$ cat config.mk
export PLATFORM = sky130hd
export DESIGN_NAME = card_uart_glue
export DESIGN_NICKNAME = d
export VERILOG_FILES = /design/src/hw/card_glue_pkg.sv /design/src/hw/arb_clock_div.sv /design/src/hw/half_step_div.sv /design/src/hw/card_uart_glue.sv
export VERILOG_INCLUDE_DIRS = /design/src /design/src/hw
export SDC_FILE = /design/constraint.sdc
export NUM_CORES = 1
export LEC_CHECK = 0
export ABC_AREA = 1
export BUFFER_PORTS_ARGS = -buffer_cell sky130_fd_sc_hd__buf_2
export CORE_UTILIZATION = 40
export CTS_BUF_LIST = sky130_fd_sc_hd__clkbuf_4
export DETAILED_ROUTE_END_ITERATION = 7
export HOLD_SLACK_MARGIN = 0.05
export SLEW_MARGIN = 15
export SYNTH_ARGS = -nofsm -noshare
export SYNTH_HDL_FRONTEND = slang
export SYNTH_HIERARCHICAL = 1
export SYNTH_SLANG_ARGS = --single-unit
$ cat constraint.sdc
create_clock -name i_ref_clk -period 3.6 [get_ports i_ref_clk]
set_input_delay 0.36 -clock i_ref_clk [delete_from_list [all_inputs] [get_ports i_ref_clk]]
set_output_delay 0.36 -clock i_ref_clk [all_outputs]
set_load 0.03 [all_outputs]
$ cat src/hw/card_glue_defines.svh
// address map, field positions, reset values and counts of the card glue
`ifndef CARD_GLUE_DEFINES_SVH
`define CARD_GLUE_DEFINES_SVH
// =========================================
// subsystem addresses
`define SS_ATTR_LAST  9'h107
`define SS_CTRL_ADDR  9'h110
`define SS_DIV_ADDR   9'h120
`define SS_MCR5_ADDR  9'h130
`define SS_FCR_ADDR   9'h132
`define SS_MCR_ADDR   9'h134
`define SS_BYP_ADDR   9'h140
// =========================================
// subsystem control fields
`define CTRL_RESET    8'h22
`define CTRL_COM_LO   0
`define CTRL_COM_HI   1
`define CTRL_STS_EN   2
`define CTRL_ADR_MODE 3
`define CTRL_READY    4
`define CTRL_MEM_CARD 5
`define CTRL_IRQ_CLR  6
`define CTRL_BYPASS   7
// =========================================
// uart register fields
`define UART_FCR_REG  3'h2
`define UART_MCR_REG  3'h4
`define FCR_AUTO_RTS  4
`define FCR_DEEP      5
`define FCR_ALWAYS1   8'h06
`define MCR_AUTO_CTS  5
`define TRIG64_0      6'h01
`define TRIG64_1      6'h10
`define TRIG64_2      6'h20
`define TRIG64_3      6'h38
`define TRIG16_0      6'h01
`define TRIG16_1      6'h04
`define TRIG16_2      6'h08
`define TRIG16_3      6'h0e
// =========================================
// divider counts
`define DIV_OFF       6'h00
`define DIV_MIN       6'h04
`define DIV_LONG_INT  5'h08
`define LOW_SHORT     5'h01
`define LOW_LONG      5'h04
`endif

$ cat src/hw/card_glue_pkg.sv
// types shared by the card glue modules
package card_glue_pkg;
  // =========================================
  // host side request signals
  typedef struct packed {
    logic [8:0] mem_addr;
    logic       mem_wr;
    logic       mem_rd;
    logic [9:0] io_addr;
    logic       iord_n;
    logic       iowr_n;
    logic       ce1_n;
    logic       ce2_n;
    logic       reg_n;
    logic [7:0] io_wdata;
  } host_req_t;
  // subsystem side request signals
  typedef struct packed {
    logic [8:0] addr;
    logic       wr;
    logic       rd;
    logic [7:0] wdata;
  } ss_req_t;
  // uart strobes toward the core
  typedef struct packed {
    logic       sel;
    logic       rd;
    logic       wr;
    logic [2:0] reg_addr;
  } uart_acc_t;
endpackage

$ cat src/hw/arb_clock_div.sv
// arbitration clock divider by 1, 2, 4 or 8
`include "card_glue_defines.svh"
module arb_clock_div (
  input  wire logic       i_ref_clk,
  input  wire logic       i_rst,
  input  wire logic       i_arb_divider_sel_lo,
  input  wire logic       i_arb_divider_sel_hi,
  output logic            o_tick,
  output logic            o_arbitration_clock_out
);
  logic [2:0] cnt_reg;
  logic [2:0] mask;
  logic       tick_reg;

  // code LL,LH,HL,HH gives divide 1,2,4,8 [RULE23]
  always_comb begin
    case ({i_arb_divider_sel_hi, i_arb_divider_sel_lo})
      2'b00:   mask = 3'h0;
      2'b01:   mask = 3'h1;
      2'b10:   mask = 3'h3;
      default: mask = 3'h7;
    endcase
  end

  // free counter, tick on each divided period [RULE23]
  always_ff @(posedge i_ref_clk or posedge i_rst) begin
    if (i_rst) begin
      cnt_reg  <= 3'h0;
      tick_reg <= 1'b0;
    end else begin
      cnt_reg  <= (cnt_reg & mask) == mask ? 3'h0 : cnt_reg + 3'h1;
      tick_reg <= (cnt_reg & mask) == mask;
    end
  end

  assign o_tick = tick_reg;
  // divide by one passes the input clock through
  assign o_arbitration_clock_out = (mask == 3'h0) ? i_ref_clk :
    ((cnt_reg & mask) <= (mask >> 1));
endmodule // arb_clock_div

$ cat src/hw/half_step_div.sv
// divide-by-n-and-a-half clock for the uart
`include "card_glue_defines.svh"
module half_step_div (
  input  wire logic       i_ref_clk,
  input  wire logic       i_rst,
  input  wire logic       i_restart,
  input  wire logic [5:0] i_divisor,
  output logic            o_clk
);
  logic [5:0] cnt_reg;
  logic [4:0] n;
  logic [4:0] low;
  logic [5:0] last;
  logic       a_reg;
  logic       b_reg;
  logic       neg_reg;
  logic       half;

  assign n    = i_divisor[5:1];          // whole part
  assign half = i_divisor[0];            // half step [RULE19]
  assign low  = (n >= `DIV_LONG_INT) ? `LOW_LONG : `LOW_SHORT; // [RULE20] [RULE21]
  // half steps run two output periods in 2n+1 cycles
  assign last = half ? {n, 1'b0} : {1'b0, n} - 6'h01;

  // period counter and low windows, restarted by a divisor write
  always_ff @(posedge i_ref_clk or posedge i_rst) begin
    if (i_rst) begin
      cnt_reg <= 6'h00;
      a_reg   <= 1'b0;
      b_reg   <= 1'b0;
    end else if (i_restart) begin // [RULE18]
      cnt_reg <= 6'h00;
      a_reg   <= 1'b0;
      b_reg   <= 1'b0;
    end else begin
      cnt_reg <= (cnt_reg >= last) ? 6'h00 : cnt_reg + 6'h01;
      a_reg   <= (cnt_reg < {1'b0, low}) | (half &
        (cnt_reg > {1'b0, n}) & (cnt_reg <= {1'b0, n} + {1'b0, low}));
      b_reg   <= (cnt_reg < {1'b0, low}) | (half &
        (cnt_reg >= {1'b0, n}) & (cnt_reg < {1'b0, n} + {1'b0, low}));
    end
  end

  // falling-edge copy stretches a low pulse by half a cycle
  always_ff @(negedge i_ref_clk or posedge i_rst) begin
    if (i_rst) neg_reg <= 1'b0;
    else       neg_reg <= b_reg;
  end

  // zero holds high, 1 to 3 pass the clock [RULE19] [RULE22]
  assign o_clk = (i_divisor == `DIV_OFF) ? 1'b1 :
    (i_divisor < `DIV_MIN) ? i_ref_clk : ~(a_reg | (half & neg_reg));
endmodule // half_step_div

$ cat src/hw/card_uart_glue.sv
// glue between host card port, subsystem and the uart
`include "card_glue_defines.svh"
// Behaviour
// (RULE1) same-address double write keeps host write
// (RULE2) host attribute write raises subsystem notification
// (RULE3) control bit 6 clears notification, self-clearing
// (RULE4) bit 2 lets subsystem writes assert status-change
// (RULE5) host attribute read deasserts status-change
// (RULE6) flags change only on arbitration clock ticks
// (RULE7) colliding write beats read; notification alike
// (RULE8) address mode decodes COM port address bits
// (RULE9) card enables with REG select when present
// (RULE10) extend-inhibit low enables auto-RTS, deep FIFO
// (RULE11) deep mode triggers 1, 16, 32, 56
// (RULE12) modem control bit 5 subsystem-written only
// (RULE13) subsystem readback of modem and FIFO control
// (RULE14) control bits 1:0 pick COM, COM2 default
// (RULE15) control bit 3 enables address mode
// (RULE16) bits 5:4 set card type and IREQ
// (RULE17) control bit 7 enables serial bypass
// (RULE18) divisor write resets uart and divider
// (RULE19) divisor in half steps up to 31.5
// (RULE20) short low time below divisor eight
// (RULE21) four-cycle low time from divisor eight
// (RULE22) zero stops clock, 1 to 3 divide one
// (RULE23) arbitration clock divide by 1,2,4,8
// (RULE24) bypass address writes rx, reads tx FIFO
// (RULE25) control bit 6 reads back zero
module card_uart_glue (
  input  wire logic                      i_ref_clk,
  input  wire logic                      i_rst,
  input  wire card_glue_pkg::host_req_t  i_host,
  input  wire card_glue_pkg::ss_req_t    i_ss,
  input  wire logic                      i_card_en_present,
  input  wire logic                      i_extend_inhibit,
  input  wire logic                      i_arb_divider_sel_lo,
  input  wire logic                      i_arb_divider_sel_hi,
  input  wire logic                      i_uart_intr,
  input  wire logic [7:0]                i_bypass_tx_data,
  output card_glue_pkg::uart_acc_t       o_uart,
  output logic                           o_ss_mem_wr,
  output logic                           o_host_write_irq,
  output logic                           o_status_change_n,
  output logic                           o_ireq,
  output logic                           o_auto_rts,
  output logic                           o_fifo_deep,
  output logic [5:0]                     o_rx_trigger_level,
  output logic                           o_auto_cts,
  output logic                           o_uart_reset,
  output logic                           o_bypass_rx_wr,
  output logic                           o_bypass_tx_rd,
  output logic [7:0]                     o_bypass_wdata,
  output logic [7:0]                     o_ss_rdata,
  output logic                           o_divided_serial_clock,
  output logic                           o_arbitration_clock_out
);
  // =========================================
  // declarations
  logic [7:0] ctrl_reg;
  logic [7:0] fcr_reg;
  logic [7:0] mcr_reg;
  logic [5:0] div_reg;
  logic       restart_reg;
  logic       tick;
  logic       h_wr_pend_reg;
  logic       h_rd_pend_reg;
  logic       s_wr_pend_reg;
  logic       clr_pend_reg;
  logic       irq_reg;
  logic       sts_n_reg;
  logic       ss_attr;
  logic       ss_wr_ctrl;
  logic       addr_hit;
  logic       ce_hit;
  logic       sel;
  logic [7:0] fcr_view;
  logic [7:0] rdata_next;
  card_glue_pkg::uart_acc_t uart_reg;
  card_glue_pkg::uart_acc_t uart_next;

  assign ss_attr    = i_ss.addr <= `SS_ATTR_LAST;
  assign ss_wr_ctrl = i_ss.wr & (i_ss.addr == `SS_CTRL_ADDR);

  // =========================================
  // arbitration clock [RULE23]
  arb_clock_div u_arb (
    .i_ref_clk               (i_ref_clk),
    .i_rst                   (i_rst),
    .i_arb_divider_sel_lo    (i_arb_divider_sel_lo),
    .i_arb_divider_sel_hi    (i_arb_divider_sel_hi),
    .o_tick                  (tick),
    .o_arbitration_clock_out (o_arbitration_clock_out)
  );

  // =========================================
  // attribute memory write arbitration
  always_ff @(posedge i_ref_clk or posedge i_rst) begin
    if (i_rst) o_ss_mem_wr <= 1'b0;
    else       o_ss_mem_wr <= i_ss.wr & ss_attr & ~(i_host.mem_wr &
                  (i_host.mem_addr == i_ss.addr)); // [RULE1]
  end

  // =========================================
  // handshake events wait for the next arbitration tick
  always_ff @(posedge i_ref_clk or posedge i_rst) begin
    if (i_rst) begin
      h_wr_pend_reg <= 1'b0;
      h_rd_pend_reg <= 1'b0;
      s_wr_pend_reg <= 1'b0;
      clr_pend_reg  <= 1'b0;
    end else begin
      // a new event in a tick cycle is kept, not dropped
      h_wr_pend_reg <= i_host.mem_wr | (h_wr_pend_reg & ~tick); // [RULE6]
      h_rd_pend_reg <= i_host.mem_rd | (h_rd_pend_reg & ~tick);
      s_wr_pend_reg <= (i_ss.wr & ss_attr & ctrl_reg[`CTRL_STS_EN]) |
                       (s_wr_pend_reg & ~tick); // [RULE4]
      clr_pend_reg  <= (ss_wr_ctrl & i_ss.wdata[`CTRL_IRQ_CLR]) |
                       (clr_pend_reg & ~tick); // [RULE3]
    end
  end

  // notification flag, set beats clear
  always_ff @(posedge i_ref_clk or posedge i_rst) begin
    if (i_rst)                      irq_reg <= 1'b0;
    else if (tick & h_wr_pend_reg)  irq_reg <= 1'b1; // [RULE2] [RULE7]
    else if (tick & clr_pend_reg)   irq_reg <= 1'b0; // [RULE3]
  end

  // status change, write beats a read in the same tick
  always_ff @(posedge i_ref_clk or posedge i_rst) begin
    if (i_rst)                      sts_n_reg <= 1'b1;
    else if (tick & s_wr_pend_reg)  sts_n_reg <= 1'b0; // [RULE4] [RULE7]
    else if (tick & h_rd_pend_reg)  sts_n_reg <= 1'b1; // [RULE5]
  end

  assign o_host_write_irq  = irq_reg;
  assign o_status_change_n = sts_n_reg;

  // =========================================
  // subsystem control and divisor writes
  always_ff @(posedge i_ref_clk or posedge i_rst) begin
    if (i_rst) begin
      ctrl_reg <= `CTRL_RESET; // [RULE14] [RULE15] [RULE16] [RULE17]
    end else if (ss_wr_ctrl) begin
      ctrl_reg <= i_ss.wdata;
      ctrl_reg[`CTRL_IRQ_CLR] <= 1'b0; // [RULE3] [RULE25]
    end
  end

  always_ff @(posedge i_ref_clk or posedge i_rst) begin
    if (i_rst) begin
      div_reg     <= `DIV_OFF;
      restart_reg <= 1'b0;
    end else begin
      restart_reg <= i_ss.wr & (i_ss.addr == `SS_DIV_ADDR); // [RULE18]
      if (i_ss.wr & (i_ss.addr == `SS_DIV_ADDR)) div_reg <= i_ss.wdata[5:0];
    end
  end

  assign o_uart_reset = restart_reg;

  // =========================================
  // uart select decode
  assign addr_hit = ctrl_reg[`CTRL_ADR_MODE] &
    (i_host.io_addr[9:5] == {1'b1, ~ctrl_reg[`CTRL_COM_HI], 3'b111}) &
    (i_host.io_addr[4] == ~ctrl_reg[`CTRL_COM_LO]) &
    i_host.io_addr[3]; // [RULE8] [RULE14] [RULE15]
  assign ce_hit = (~i_host.ce1_n | ~i_host.ce2_n) & ~i_host.reg_n; // [RULE9]
  assign sel = ~ctrl_reg[`CTRL_MEM_CARD] &
    (i_card_en_present ? ce_hit : addr_hit); // [RULE9] [RULE16]

  always_comb begin
    uart_next.sel      = sel;
    uart_next.rd       = sel & ~i_host.iord_n; // [RULE9]
    uart_next.wr       = sel & ~i_host.iowr_n;
    uart_next.reg_addr = i_host.io_addr[2:0]; // [RULE8]
  end

  always_ff @(posedge i_ref_clk or posedge i_rst) begin
    if (i_rst) uart_reg <= '0;
    else       uart_reg <= uart_next;
  end

  assign o_uart = uart_reg;

  // =========================================
  // host shadows of fifo and modem control
  always_ff @(posedge i_ref_clk or posedge i_rst) begin
    if (i_rst) begin
      fcr_reg <= 8'h00;
    end else if (uart_next.wr & (uart_next.reg_addr == `UART_FCR_REG)) begin
      fcr_reg <= i_host.io_wdata;
    end
  end

  // bit 5 of modem control ignores the host [RULE12]
  always_ff @(posedge i_ref_clk or posedge i_rst) begin
    if (i_rst) begin
      mcr_reg <= 8'h00;
    end else begin
      if (uart_next.wr & (uart_next.reg_addr == `UART_MCR_REG)) begin
        mcr_reg[4:0] <= i_host.io_wdata[4:0];
        mcr_reg[7:6] <= i_host.io_wdata[7:6];
      end
      if (i_ss.wr & (i_ss.addr == `SS_MCR5_ADDR)) begin
        mcr_reg[`MCR_AUTO_CTS] <= i_ss.wdata[`MCR_AUTO_CTS]; // [RULE12]
      end
    end
  end

  // fifo mode and trigger level from the shadow
  always_ff @(posedge i_ref_clk or posedge i_rst) begin
    if (i_rst) begin
      o_auto_rts         <= 1'b0;
      o_fifo_deep        <= 1'b0;
      o_rx_trigger_level <= `TRIG16_0;
      o_auto_cts         <= 1'b0;
      o_ireq             <= 1'b0;
    end else begin
      o_auto_rts  <= fcr_reg[`FCR_AUTO_RTS] & ~i_extend_inhibit; // [RULE10]
      o_fifo_deep <= fcr_reg[`FCR_DEEP] & ~i_extend_inhibit; // [RULE10]
      o_auto_cts  <= mcr_reg[`MCR_AUTO_CTS]; // [RULE12]
      if (fcr_reg[`FCR_DEEP] & ~i_extend_inhibit) begin
        case (fcr_reg[7:6]) // [RULE11]
          2'b00:   o_rx_trigger_level <= `TRIG64_0;
          2'b01:   o_rx_trigger_level <= `TRIG64_1;
          2'b10:   o_rx_trigger_level <= `TRIG64_2;
          default: o_rx_trigger_level <= `TRIG64_3;
        endcase
      end else begin
        case (fcr_reg[7:6])
          2'b00:   o_rx_trigger_level <= `TRIG16_0;
          2'b01:   o_rx_trigger_level <= `TRIG16_1;
          2'b10:   o_rx_trigger_level <= `TRIG16_2;
          default: o_rx_trigger_level <= `TRIG16_3;
        endcase
      end
      // memory card shows ready/busy, io card the interrupt [RULE16]
      o_ireq <= ctrl_reg[`CTRL_MEM_CARD] ? ctrl_reg[`CTRL_READY]
                                          : i_uart_intr;
    end
  end

  // =========================================
  // subsystem readback
  always_comb begin
    fcr_view = fcr_reg | `FCR_ALWAYS1; // [RULE13]
    fcr_view[`FCR_AUTO_RTS] = ~(fcr_reg[`FCR_AUTO_RTS] & ~i_extend_inhibit);
    fcr_view[`FCR_DEEP]     = ~(fcr_reg[`FCR_DEEP] & ~i_extend_inhibit);
    case (i_ss.addr)
      `SS_CTRL_ADDR: rdata_next = ctrl_reg; // [RULE25]
      `SS_FCR_ADDR:  rdata_next = fcr_view; // [RULE13]
      `SS_MCR_ADDR:  rdata_next = mcr_reg;  // [RULE13]
      `SS_BYP_ADDR:  rdata_next = ctrl_reg[`CTRL_BYPASS] ?
                                  i_bypass_tx_data : 8'h00; // [RULE24]
      default:       rdata_next = 8'h00;
    endcase
  end

  always_ff @(posedge i_ref_clk or posedge i_rst) begin
    if (i_rst)        o_ss_rdata <= 8'h00;
    else if (i_ss.rd) o_ss_rdata <= rdata_next;
  end

  // =========================================
  // serial bypass strobes
  always_ff @(posedge i_ref_clk or posedge i_rst) begin
    if (i_rst) begin
      o_bypass_rx_wr <= 1'b0;
      o_bypass_tx_rd <= 1'b0;
      o_bypass_wdata <= 8'h00;
    end else begin
      o_bypass_rx_wr <= ctrl_reg[`CTRL_BYPASS] & i_ss.wr &
                        (i_ss.addr == `SS_BYP_ADDR); // [RULE17] [RULE24]
      o_bypass_tx_rd <= ctrl_reg[`CTRL_BYPASS] & i_ss.rd &
                        (i_ss.addr == `SS_BYP_ADDR); // [RULE24]
      if (i_ss.wr) o_bypass_wdata <= i_ss.wdata;
    end
  end

  // =========================================
  // uart clock divider [RULE19] [RULE20] [RULE21] [RULE22]
  half_step_div u_div (
    .i_ref_clk (i_ref_clk),
    .i_rst     (i_rst),
    .i_restart (restart_reg),
    .i_divisor (div_reg),
    .o_clk     (o_divided_serial_clock)
  );

  // =========================================
  // checks
  a_host_write_wins: assert property (@(posedge i_ref_clk) disable iff (i_rst)
    (i_host.mem_wr & i_ss.wr & (i_host.mem_addr == i_ss.addr))
    |=> !o_ss_mem_wr) else $error("subsystem write not dropped"); // [RULE1]
  a_irq_raise: assert property (@(posedge i_ref_clk) disable iff (i_rst)
    (tick & h_wr_pend_reg) |=> o_host_write_irq)
    else $error("notification not raised"); // [RULE2]
  a_irq_clear: assert property (@(posedge i_ref_clk) disable iff (i_rst)
    (tick & clr_pend_reg & !h_wr_pend_reg) |=> !o_host_write_irq)
    else $error("notification not cleared"); // [RULE3]
  a_ctrl6_zero: assert property (@(posedge i_ref_clk) disable iff (i_rst)
    ss_wr_ctrl |=> !ctrl_reg[`CTRL_IRQ_CLR])
    else $error("control bit 6 held"); // [RULE25]
  a_sts_assert: assert property (@(posedge i_ref_clk) disable iff (i_rst)
    (i_ss.wr & ss_attr & ctrl_reg[`CTRL_STS_EN]) |-> ##[1:9] !o_status_change_n)
    else $error("status change not asserted"); // [RULE4]
  a_sts_write_wins: assert property (@(posedge i_ref_clk) disable iff (i_rst)
    (tick & s_wr_pend_reg & h_rd_pend_reg) |=> !o_status_change_n)
    else $error("read beat write"); // [RULE7]
  a_flags_on_tick: assert property (@(posedge i_ref_clk) disable iff (i_rst)
    !tick |=> $stable(o_status_change_n) && $stable(o_host_write_irq))
    else $error("flag changed off tick"); // [RULE6]
  a_uart_io_gate: assert property (@(posedge i_ref_clk) disable iff (i_rst)
    ctrl_reg[`CTRL_MEM_CARD] |=> !o_uart.sel)
    else $error("uart selected on memory card"); // [RULE16]
  a_div_restart: assert property (@(posedge i_ref_clk) disable iff (i_rst)
    (i_ss.wr & (i_ss.addr == `SS_DIV_ADDR)) |=> o_uart_reset ##1 !o_uart_reset)
    else $error("divisor write gave no reset pulse"); // [RULE18]
  a_mcr5_host_ro: assert property (@(posedge i_ref_clk) disable iff (i_rst)
    !(i_ss.wr & (i_ss.addr == `SS_MCR5_ADDR)) |=> $stable(mcr_reg[5]))
    else $error("modem bit 5 changed by host"); // [RULE12]
endmodule // card_uart_glue

# Word level (Yosys, flattened, before mapping)
# Index checks and enable logic that the tools add are counted.
# totals
ff_bits	84
elab_cells	149
# classes
reduce_logical	6
bitwise_logic	59
eq_ne	16
n_lt_le_gt_ge	10
add_sub_neg	4
n_mux	22
# ops
cell	count
$eq 9x9->1 const B	6
$and 1x1->1	36
$pmux 8 s4	1
$mux 6	4
$pmux 6 s3	1
$not 1->1	14
$pmux 4 s3	1
$mux 1	11
$eq 9x9->1	1
$le 9x9->1 const B	1
$pmux 3 s3	1
$mux 8	1
$or 1x1->1	8
$add 5x5->6	1
$add 6x1->6 const B	1
$ge 6x5->1	1
$ge 6x6->1	1
$gt 6x5->1	1
$le 6x6->1	1
$logic_not 6->1	1
$lt 6x3->1 const B	1
$lt 6x5->1	1
$lt 6x6->1	1
$mux 3	2
15 further kinds	19

# Longest topological paths before layout
# Gate-level depths: netlist of run 1.
# logic_depth
word_depth	9
depth_mapped	15
ltp_nobuf	15

# Cells and area by module
# The synthesis of run 1 kept the hierarchy.
# by_module_without_submodules
module	cells_each	n_inst	area_each_um2	seq_area_each_um2
card_uart_glue	381	1	3228.1	1731.7
half_step_div	152	1	1057.3	225.2
arb_clock_div	29	1	224.0	100.1

==> results of run 1 <==
[repair_timing]
action,4_1_cts,5_1_grt
setup buffers,0,0
hold endpoints to repair,32,0
hold buffers,18,0
[area by class of cell]
class                      instances  area, um2  area share
multi-input combinational        388       2091      0.3743
sequential                        82       2057      0.3683
timing repair buffer             124      713.2      0.1277
inverter                          84      316.6     0.05668
tap                              140      175.2     0.03136
clock inverter                     7      117.6     0.02106
clock buffer                      16      115.1     0.02061
[power groups by stage]
stage	Sequential, mW	Combinational [mW]	Clock [mW]
final	1.18	0.740	0.795
after global routing	1.20	0.852	0.852
after CTS	1.18	0.743	0.812
after detailed placement	1.20	0.720	0.0216
after global placement	1.19	0.686	0.0216
after floorplan	1.21	0.477	0.0169
[metal layers]
metal  up-vias  global-route usage  share of wire  wire (um)
li1       2064                   -              -          -
met1      1897              0.2740           0.47       5262
met2        97              0.3298           0.47       5301
met3        15             0.04039          0.037        420
met4         0              0.1096          0.021        233
met5         -                   0              0          0
[logic make-up (layout without fill, tap and decap cells)]
group                      count (synthesis)  in the layout  share of synthesized area
AOI/OAI and AO/OA                         59             59                    0.07881
xor gates and xnor gates                  10             10                    0.01942
adders and majority gates                 22             22                    0.06104
buffers and inverters                     92            231                    0.08019
DFF                                       82             82                     0.4562
muxes                                      1              1                   0.002497
and+or+nand+nor                          296            296                     0.3019
[through the flow]
| stage | instance area [um2] | total power, mW | util |
|---|---|---|---|
| 5_1_grt | 5585 | 2.899 | 0.5130 |
| 4_1_cts | 5584 | 2.732 | 0.5129 |
| 3_3_place_gp | 5181 | 1.898 | 0.4759 |
| 2_1_floorplan | 4509 | 1.702 | - |
| 6_report | 5585 | 2.715 | 0.5130 |
| 3_5_place_dp | 5181 | 1.938 | 0.4759 |
[cells in the final DEF (no fill, tap or decap), types with 2 or more instances in the layout]
cell	count
xor2_1	6
nor3_1	3
nand2_1	170
a21oi_1	8
xnor2_1	4
ha_1	22
inv_1	75
o21ai_1	15
o21ai_0	18
nand2_2	8
o21ai_2	6
a21o_1	2
nor2_2	11
buf_2	107
bufinv_16	3
nand3_1	41
clkinvlp_4	2
o22ai_1	3
dlygate4sd3_1	18
nand3_2	5
nor3_4	2
nor2_4	2
inv_2	7
nand4_1	15
nor2_1	34
dfstp_2	4
clkinv_1	2
clkbuf_4	14
dfrtp_1	77
nor3b_2	3
[worst max-delay path by stage]
stage / from / endpoint / slack (ns) / cells past startpoint
6_report: u_div/neg_reg / o_divided_serial_clock / 0.14 / 4
5_1_grt: u_div/neg_reg / o_divided_serial_clock / 0.07 / 4
4_1_cts: u_div/neg_reg / o_divided_serial_clock / 0.11 / 4
3_5_place_dp: u_div/neg_reg / o_divided_serial_clock / 0.71 / 4
3_3_place_gp: u_div/neg_reg / o_divided_serial_clock / 0.71 / 4
2_1_floorplan: u_div/neg_reg / o_divided_serial_clock / 0.74 / 3
[worst max-delay path, cell delays in order, from the launching register on]
cell	delay [ns]
dfrtn_1	0.34
a21oi_1	0.14
nand2_1	0.06
nand2_1	0.06
buf_2	0.19
==> results.ini, run 1 <==
[power]
p_sw_mw=0.9575
p_leak_nw=3.148
p_seq_frac=0.434
p_int_mw=1.758
power_density_nw_per_um2=486.1
ir_worst_vdd_v=0.0002738
pwr-share-comb=0.273
switching_share=0.3526
p_clk_frac=0.293

[sta]
slew_headroom=0.4133
worst_pin_slew_ns=0.8800
setup_viol=0
finalWorstSetupSlack_ns=0.1435
clock_skew_ns=0.02952
hold_violations=0
rsz0062_at_grt=no
drv_slew=0
tns_ns=0
finalHoldWorstSlack_ns=0.07404

[setup_path]
r2r_cells=14
rrSetupSlack_ns=1.23
endpoint_kind=output pin
start_kind=flip-flop
worstSetupPathType=flip-flop to output pin
cp_max_fo=1
worstPathRequired_ns=3.24
r2r-end=u_div/b_reg
critPathArrivalTime_ns=3.10
reg2reg_from=div_reg[4]

[logic_synthesis]
synthFlopType=dfrtp_1
ys_seq_area_frac=0.4562
yosysMostFrequentCell=nand2_1
ys_ff_latch=82
synth.avg_cell_area_um2=8.024
synth-async-reset-ratio=1.000
ys_types=39
netlist_instances=562
synth_largest_area_cell=dfrtp_1
synth_edf_count=0
synth_top_cell_area_share=0.4273
synth_commonest_cells=170 x nand2_1, 77 x dfrtp_1, 76 x inv_1
synth.net_count=652
ys_warn_count=6
synthTopCellsByArea=dfrtp_1 43%, nand2_1 14%, inv_1 6.3%
syn_area_um2=4509

[placement]
dp.cells=802
dpl_worst_slack_ns=0.7053
io_buffer_count=107
dp_hpwl_um=8577
gp_congestion=0.8370

[route]
drc_errors=0
vias=4073
drt-initial-drc-count=212
routed_via_density=4.843
ant_nets=0
dr.pass1.iters=4
wire_per_inst_um=13.34
wl_um=11220

[grt]
grt_overflow=0
grt_first_pass_wirelength_um=18580
antenna_found_initial=0
grt.total_usage=0.2098
grt_pass1_vias=3953
grt_max_degree=52

[flow_run]
maxCapViolations=0

[clocking]
cts_tree=built
clk_latency_ns=0.54
clkTransAtPathRegs_ns=0.13
ctsResizeCount=0

[layout]
fin_cells=841
fill_cells=1083
areaGrowthSynthToFinish_pct=23.86
drive_above_1_share=0.2568
diodes=0
nets=785

[floorplanning]
num_rows=38
io_pins=108
dieArea_um2=11700
start_util=0.4142
fp.dieW_um=108.2
core_area_um2=10890
die_h_um=108.2

[worst_hold_path]
holdCritStartpoint=i_host[0]
min_path_type=primary input to flip-flop
hold_end=mcr_reg[0]
holdPathStages=3

[status]
status=finished, final reports clean

No activity file was read; power rests on OpenSTA's default activity.
==> inputs of run 2 (changes only) <==
--- a/config.mk
+++ b/config.mk
@@ -12,6 +12,7 @@
 export CTS_BUF_LIST = sky130_fd_sc_hd__clkbuf_4
 export DETAILED_ROUTE_END_ITERATION = 7
 export HOLD_SLACK_MARGIN = 0.05
+export REMOVE_ABC_BUFFERS = 1
 export SLEW_MARGIN = 15
 export SYNTH_ARGS = -nofsm -noshare
 export SYNTH_HDL_FRONTEND = slang
==> run 2 against run 1 <==
Against the previous run: cell count fell by 0.12%; sequential share of layout area grew 0.41 points; routed wire length down 0.33%; total power fell by 5.9%; via count rose by 0.27%; critical endpoint unchanged.
==> results.ini, run 2 (synthesized netlist as in run 1, its figures left out) <==
[floorplanning]
fp.dieW_um=108.2
core_area_um2=10890
io_pins=108
die_h_um=108.2
num_rows=38
dieArea_um2=11700
start_util=0.4142

[setup_path]
endpoint_kind=output pin
critPathArrivalTime_ns=3.11
cp_max_fo=1
worstSetupPathType=flip-flop to output pin
r2r_cells=14
start_kind=flip-flop
worstPathRequired_ns=3.24

[grt]
grt_overflow=0
grt.total_usage=0.2039
antenna_found_initial=0
grt_first_pass_wirelength_um=18040
grt_pass1_vias=3836
grt_max_degree=39

[power]
p_clk_frac=0.252
switching_share=0.3616
p_sw_mw=0.9242
pwr-share-comb=0.286
p_leak_nw=3.131
power.total_mw=2.556
ir_worst_vdd_v=0.0002299
p_seq_frac=0.462
power_density_nw_per_um2=462.7
p_int_mw=1.632

[sta]
clock_skew_ns=0.03493
worst_pin_slew_ns=0.7946
finalWorstSetupSlack_ns=0.1281
rsz0062_at_grt=no
tns_ns=0
slew_headroom=0.4695
drv_slew=0
setup_viol=0
finalHoldWorstSlack_ns=0.07510
hold_violations=0

[layout]
areaGrowthSynthToFinish_pct=22.50
layout_common_cells=170 x nand2_1, 107 x buf_2, 77 x dfrtp_1
drive_above_1_share=0.2571
nets=784
fin_cells=840
diodes=0
final_common_cell=nand2_1
fill_cells=1087

[route]
drt-initial-drc-count=224
wl_um=11180
wire_per_inst_um=13.31
drc_errors=0
dr.pass1.iters=5
ant_nets=0
routed_via_density=4.862
vias=4084

[placement]
io_buffer_count=107
gp_congestion=0.8343
dpl_worst_slack_ns=0.7079
dp.cells=803
dp_hpwl_um=8393

[status]
status=finished, final reports clean

[clocking]
clkTransAtPathRegs_ns=0.15
ctsResizeCount=0
cts_setup_buffers=0
cts_tree=built
clk_latency_ns=0.56

[worst_hold_path]
holdPathStages=3
min_path_type=primary input to flip-flop

[flow_run]
maxCapViolations=0

[run 2: cell types whose count changed in the layout (fill, tap and decap cells not counted), sizes merged]
cell	delta
buf	+1
dlygate4sd3	-2
inv	+2
clkinvlp	-2
clkbuf	+2
bufinv	-2
[run 2: repair_timing]
| action | CTS | global route |
|---|---|---|
| setup endpoints to repair | 0 | 0 |
| hold endpoints to repair | 62 | 0 |
| hold buffers | 16 | 0 |
[run 2: path summary, 6_finish.rpt]
| kind | to | start | slack [ns] |
|---|---|---|---|
| hold / removal | mcr_reg[6] | i_host[6] | 0.08 |
| setup reg to reg | u_div/b_reg | div_reg[4] | 1.21 |
| max in group asynchronous | u_div/neg_reg | i_rst | 1.24 |
| hold reg to reg | o_auto_cts | mcr_reg[5] | 0.44 |
| setup / recovery | o_divided_serial_clock | u_div/neg_reg | 0.13 |
| min in group asynchronous | u_arb/cnt_reg[0] | i_rst | 0.26 |
[run 2: routing by layer]
layer	up-vias	track usage	share of wire
met3	11	0.05063	0.054
met5	-	0	0
met1	1904	0.2662	0.46
met2	117	0.3217	0.47
li1	2052	-	-
met4	0	0.08611	0.014
[run 2: critical path, cell delays in order (launching register included)]
cell and delay (ns):
dfrtn_1 0.35, a21oi_1 0.14, nand2_1 0.06, nand2_1 0.06, buf_2 0.19
[run 2: stage by stage]
stage / utilization / instance area [um2]
4_1_cts: 0.5074 / 5524
3_5_place_dp: 0.4766 / 5189
2_1_floorplan: - / 4463
6_report: 0.5074 / 5524
5_1_grt: 0.5074 / 5524
3_3_place_gp: 0.4766 / 5189
[run 2: power by group through the flow]
| stage | combinational [mW] | clock [mW] | sequential [mW] |
|---|---|---|---|
| 2_1_floorplan | 0.471 | 0.0169 | 1.21 |
| 3_3_place_gp | 0.688 | 0.0216 | 1.19 |
| 3_5_place_dp | 0.718 | 0.0216 | 1.20 |
| 4_1_cts | 0.738 | 0.665 | 1.18 |
| 5_1_grt | 0.840 | 0.702 | 1.20 |
| 6_report | 0.732 | 0.644 | 1.18 |
[run 2: layout make-up]
class                      instances  area [um2]  share of cell area
tap                              140       175.2             0.03171
timing repair buffer             123       700.7              0.1268
sequential                        82        2057              0.3724
clock inverter                     5       55.05            0.009966
clock buffer                      18       130.1             0.02356
inverter                          84       315.3             0.05708
multi-input combinational        388        2091              0.3785
==> inputs of run 3 (changes only) <==
--- a/config.mk
+++ b/config.mk
@@ -6,8 +6,8 @@
 export SDC_FILE = /design/constraint.sdc
 export NUM_CORES = 1
 export LEC_CHECK = 0
-export ABC_AREA = 1
 export BUFFER_PORTS_ARGS = -buffer_cell sky130_fd_sc_hd__buf_2
+export CORE_MARGIN = 2
 export CORE_UTILIZATION = 40
 export CTS_BUF_LIST = sky130_fd_sc_hd__clkbuf_4
 export DETAILED_ROUTE_END_ITERATION = 7
==> run 3 against run 2 <==
Against the previous run: first-iteration DRC count down 25%; synthesized cell count down 33%; hold slack better by 0.013 ns; worst setup slack worse by 0.039 ns.
==> results.ini, run 3 <==
[status]
status=finished, final reports clean

[logic_synthesis]
ys_warn_count=6
synth-async-reset-ratio=1.000
synth_top_cell_area_share=0.4443
syn_area_um2=4337
yosysMostFrequentCell=dfrtp_1
ys_seq_area_frac=0.4743
synthTopCellsByArea=dfrtp_1 44%, mux2_2 8.0%, ha_1 6.3%
ys_types=62
netlist_instances=378
synthFlopType=dfrtp_1
synth_largest_area_cell=dfrtp_1
synth_commonest_cells=77 x dfrtp_1, 31 x mux2_2, 22 x ha_1, 22 x inv_1, 22 x nor2_1
synth_edf_count=0
ys_ff_latch=82
synth.avg_cell_area_um2=11.47

[clocking]
clk_latency_ns=0.56
cts_setup_buffers=0
cts_tree=built
clkTransAtPathRegs_ns=0.12

[setup_path]
crit_path_top_delay_cell=dfrtn_1
cp_cell_sequence=nor3_2, a21oi_2, o21ai_1, buf_4
cp_max_fo=1
r2r-end=u_div/b_reg
worstSetupPathType=flip-flop to output pin
r2r_cells=11
critPathArrivalTime_ns=3.15
crit_cells=4
start_kind=flip-flop
reg2reg_from=div_reg[5]
rrSetupSlack_ns=0.89
critPathTopFamily=flip-flops
cp_slowest_stage_delay_ns=0.35
crit_buf_inv=1
worstPathRequired_ns=3.24
endpoint_kind=output pin

[floorplanning]
core_area_um2=10700
start_util=0.4054
fp.dieW_um=108.1
io_pins=108
dieArea_um2=11690
num_rows=38
die_h_um=108.1

[power]
p_int_mw=1.611
p_clk_frac=0.254
ir_worst_vdd_v=0.0002659
p_seq_frac=0.466
p_leak_nw=2.670
power_density_nw_per_um2=457.9
switching_share=0.3602
p_sw_mw=0.9066
pwr-share-comb=0.280

[placement]
placed_cell_area_um2=4989
io_buffer_count=107
gp_congestion=0.8407
dp_hpwl_um=8110

[grt]
antenna_found_initial=0
grt_overflow=0
grt.total_usage=0.1979
grt_pass1_vias=3554
grt_first_pass_wirelength_um=17600
grt_max_degree=40

[layout]
final_common_cell=buf_2
diodes=0
nets=611
multi_input_area_um2=2140
layout_common_cells=106 x buf_2, 77 x dfrtp_1, 33 x dlygate4sd3_1
fin_area_um2=5498
fill_cells=997
areaGrowthSynthToFinish_pct=26.77
seqCellArea_um2=2057
drive_above_1_share=0.3548

[route]
vias=3464
drc_errors=0
wire_per_inst_um=16.24
drt-initial-drc-count=169
dr.pass1.iters=4
routed_via_density=5.193
ant_nets=0
wl_um=10830

[sta]
drv_slew=0
worst_pin_slew_ns=0.7848
setup_viol=0
rsz0062_at_grt=yes
hold_violations=0
clock_skew_ns=0.03090
slew_headroom=0.4760
finalHoldWorstSlack_ns=0.08846

[worst_hold_path]
holdPathStages=3
hold_end=u_arb/cnt_reg[0]
min_path_type=primary input to flip-flop
holdCritStartpoint=i_arb_divider_sel_lo

[flow_run]
maxCapViolations=0

-- run 3: cell count changes after synthesis, sizes merged, moves of 8 or more --
cell,previous run,this run
nand3,46,10
o21ai,39,5
mux2,1,37
inv,83,22
nand2,178,18
nand4,16,1
nor2,47,22
a311oi,0,8
-- run 3: stage by stage --
stage / setup WS, ns / power, mW / utilization / instances / TNS, ns
2_1_floorplan: 0.6008 / 1.675 / - / 365 / 0
3_3_place_gp: 0.6298 / 1.881 / 0.4663 / 613 / 0
3_5_place_dp: 0.6336 / 1.914 / 0.4663 / 613 / 0
4_1_cts: 0.02513 / 2.541 / 0.5094 / 663 / 0
5_1_grt: -0.02767 / 2.710 / 0.5139 / 667 / -0.02767
6_report: 0.08924 / 2.517 / 0.5139 / 667 / 0
-- run 3: worst reg2reg max path, delay by kind of cell, from the launching register on --
kind	cells	cell delay [ns]
compound gates	4	0.68
xor+xnor	1	0.13
fa+ha+maj	2	0.63
buf+inv	1	0.10
flops	1	0.57
simple gates	3	0.50
-- run 3: cell families (layout without fill, tap and decap cells) --
kind of cell | count (synthesis) | after routing | synth area share
and+or+nand+nor | 105 | 105 | 0.1500
adders and majority gates | 22 | 22 | 0.06347
DFF | 82 | 82 | 0.4743
buffers and inverters | 35 | 184 | 0.03433
AOI/OAI and AO/OA | 74 | 74 | 0.1261
xor gates and xnor gates | 22 | 22 | 0.04443
muxes | 38 | 38 | 0.1073
-- run 3: power by group through the flow --
stage | clock network [mW] | logic (mW) | registers, mW
2_1_floorplan | 0.0346 | 0.433 | 1.21
3_3_place_gp | 0.0403 | 0.652 | 1.19
3_5_place_dp | 0.0403 | 0.681 | 1.19
4_1_cts | 0.661 | 0.706 | 1.17
5_1_grt | 0.718 | 0.799 | 1.19
6_report | 0.638 | 0.705 | 1.17
-- run 3: cell type report --
type,count,share of cell area
clock inverter,7,0.01138
multi-input combinational,261,0.3892
clock buffer,16,0.02139
sequential,82,0.3741
inverter,22,0.01502
tap,140,0.03186
timing repair buffer,139,0.1570
-- run 3: timing repair --
action | in CTS | in global routing
hold buffers | 29 | 4
pin swaps | 0 | 1
setup endpoints to repair | 1 | 1
endpoints found under the hold margin | 87 | 7
resized for setup | 1 | 2
-- run 3: layer usage --
layer  vias to the layer above  GRT usage  wire length (um)
met5                         -          0                 0
met1                      1684     0.2596              4993
met4                         0    0.08700               177
met2                        95     0.3037              5092
met3                        13    0.05907               569
li1                       1672          -                 -
-- run 3: how the worst max path moves through the flow --
stage                                        end          start
final                     o_divided_serial_clock  u_div/neg_reg
after global routing      o_divided_serial_clock  u_div/neg_reg
after CTS                 o_divided_serial_clock  u_div/neg_reg
after detailed placement  o_divided_serial_clock  u_div/neg_reg
after global placement    o_divided_serial_clock  u_div/neg_reg
after floorplan           o_divided_serial_clock  u_div/neg_reg
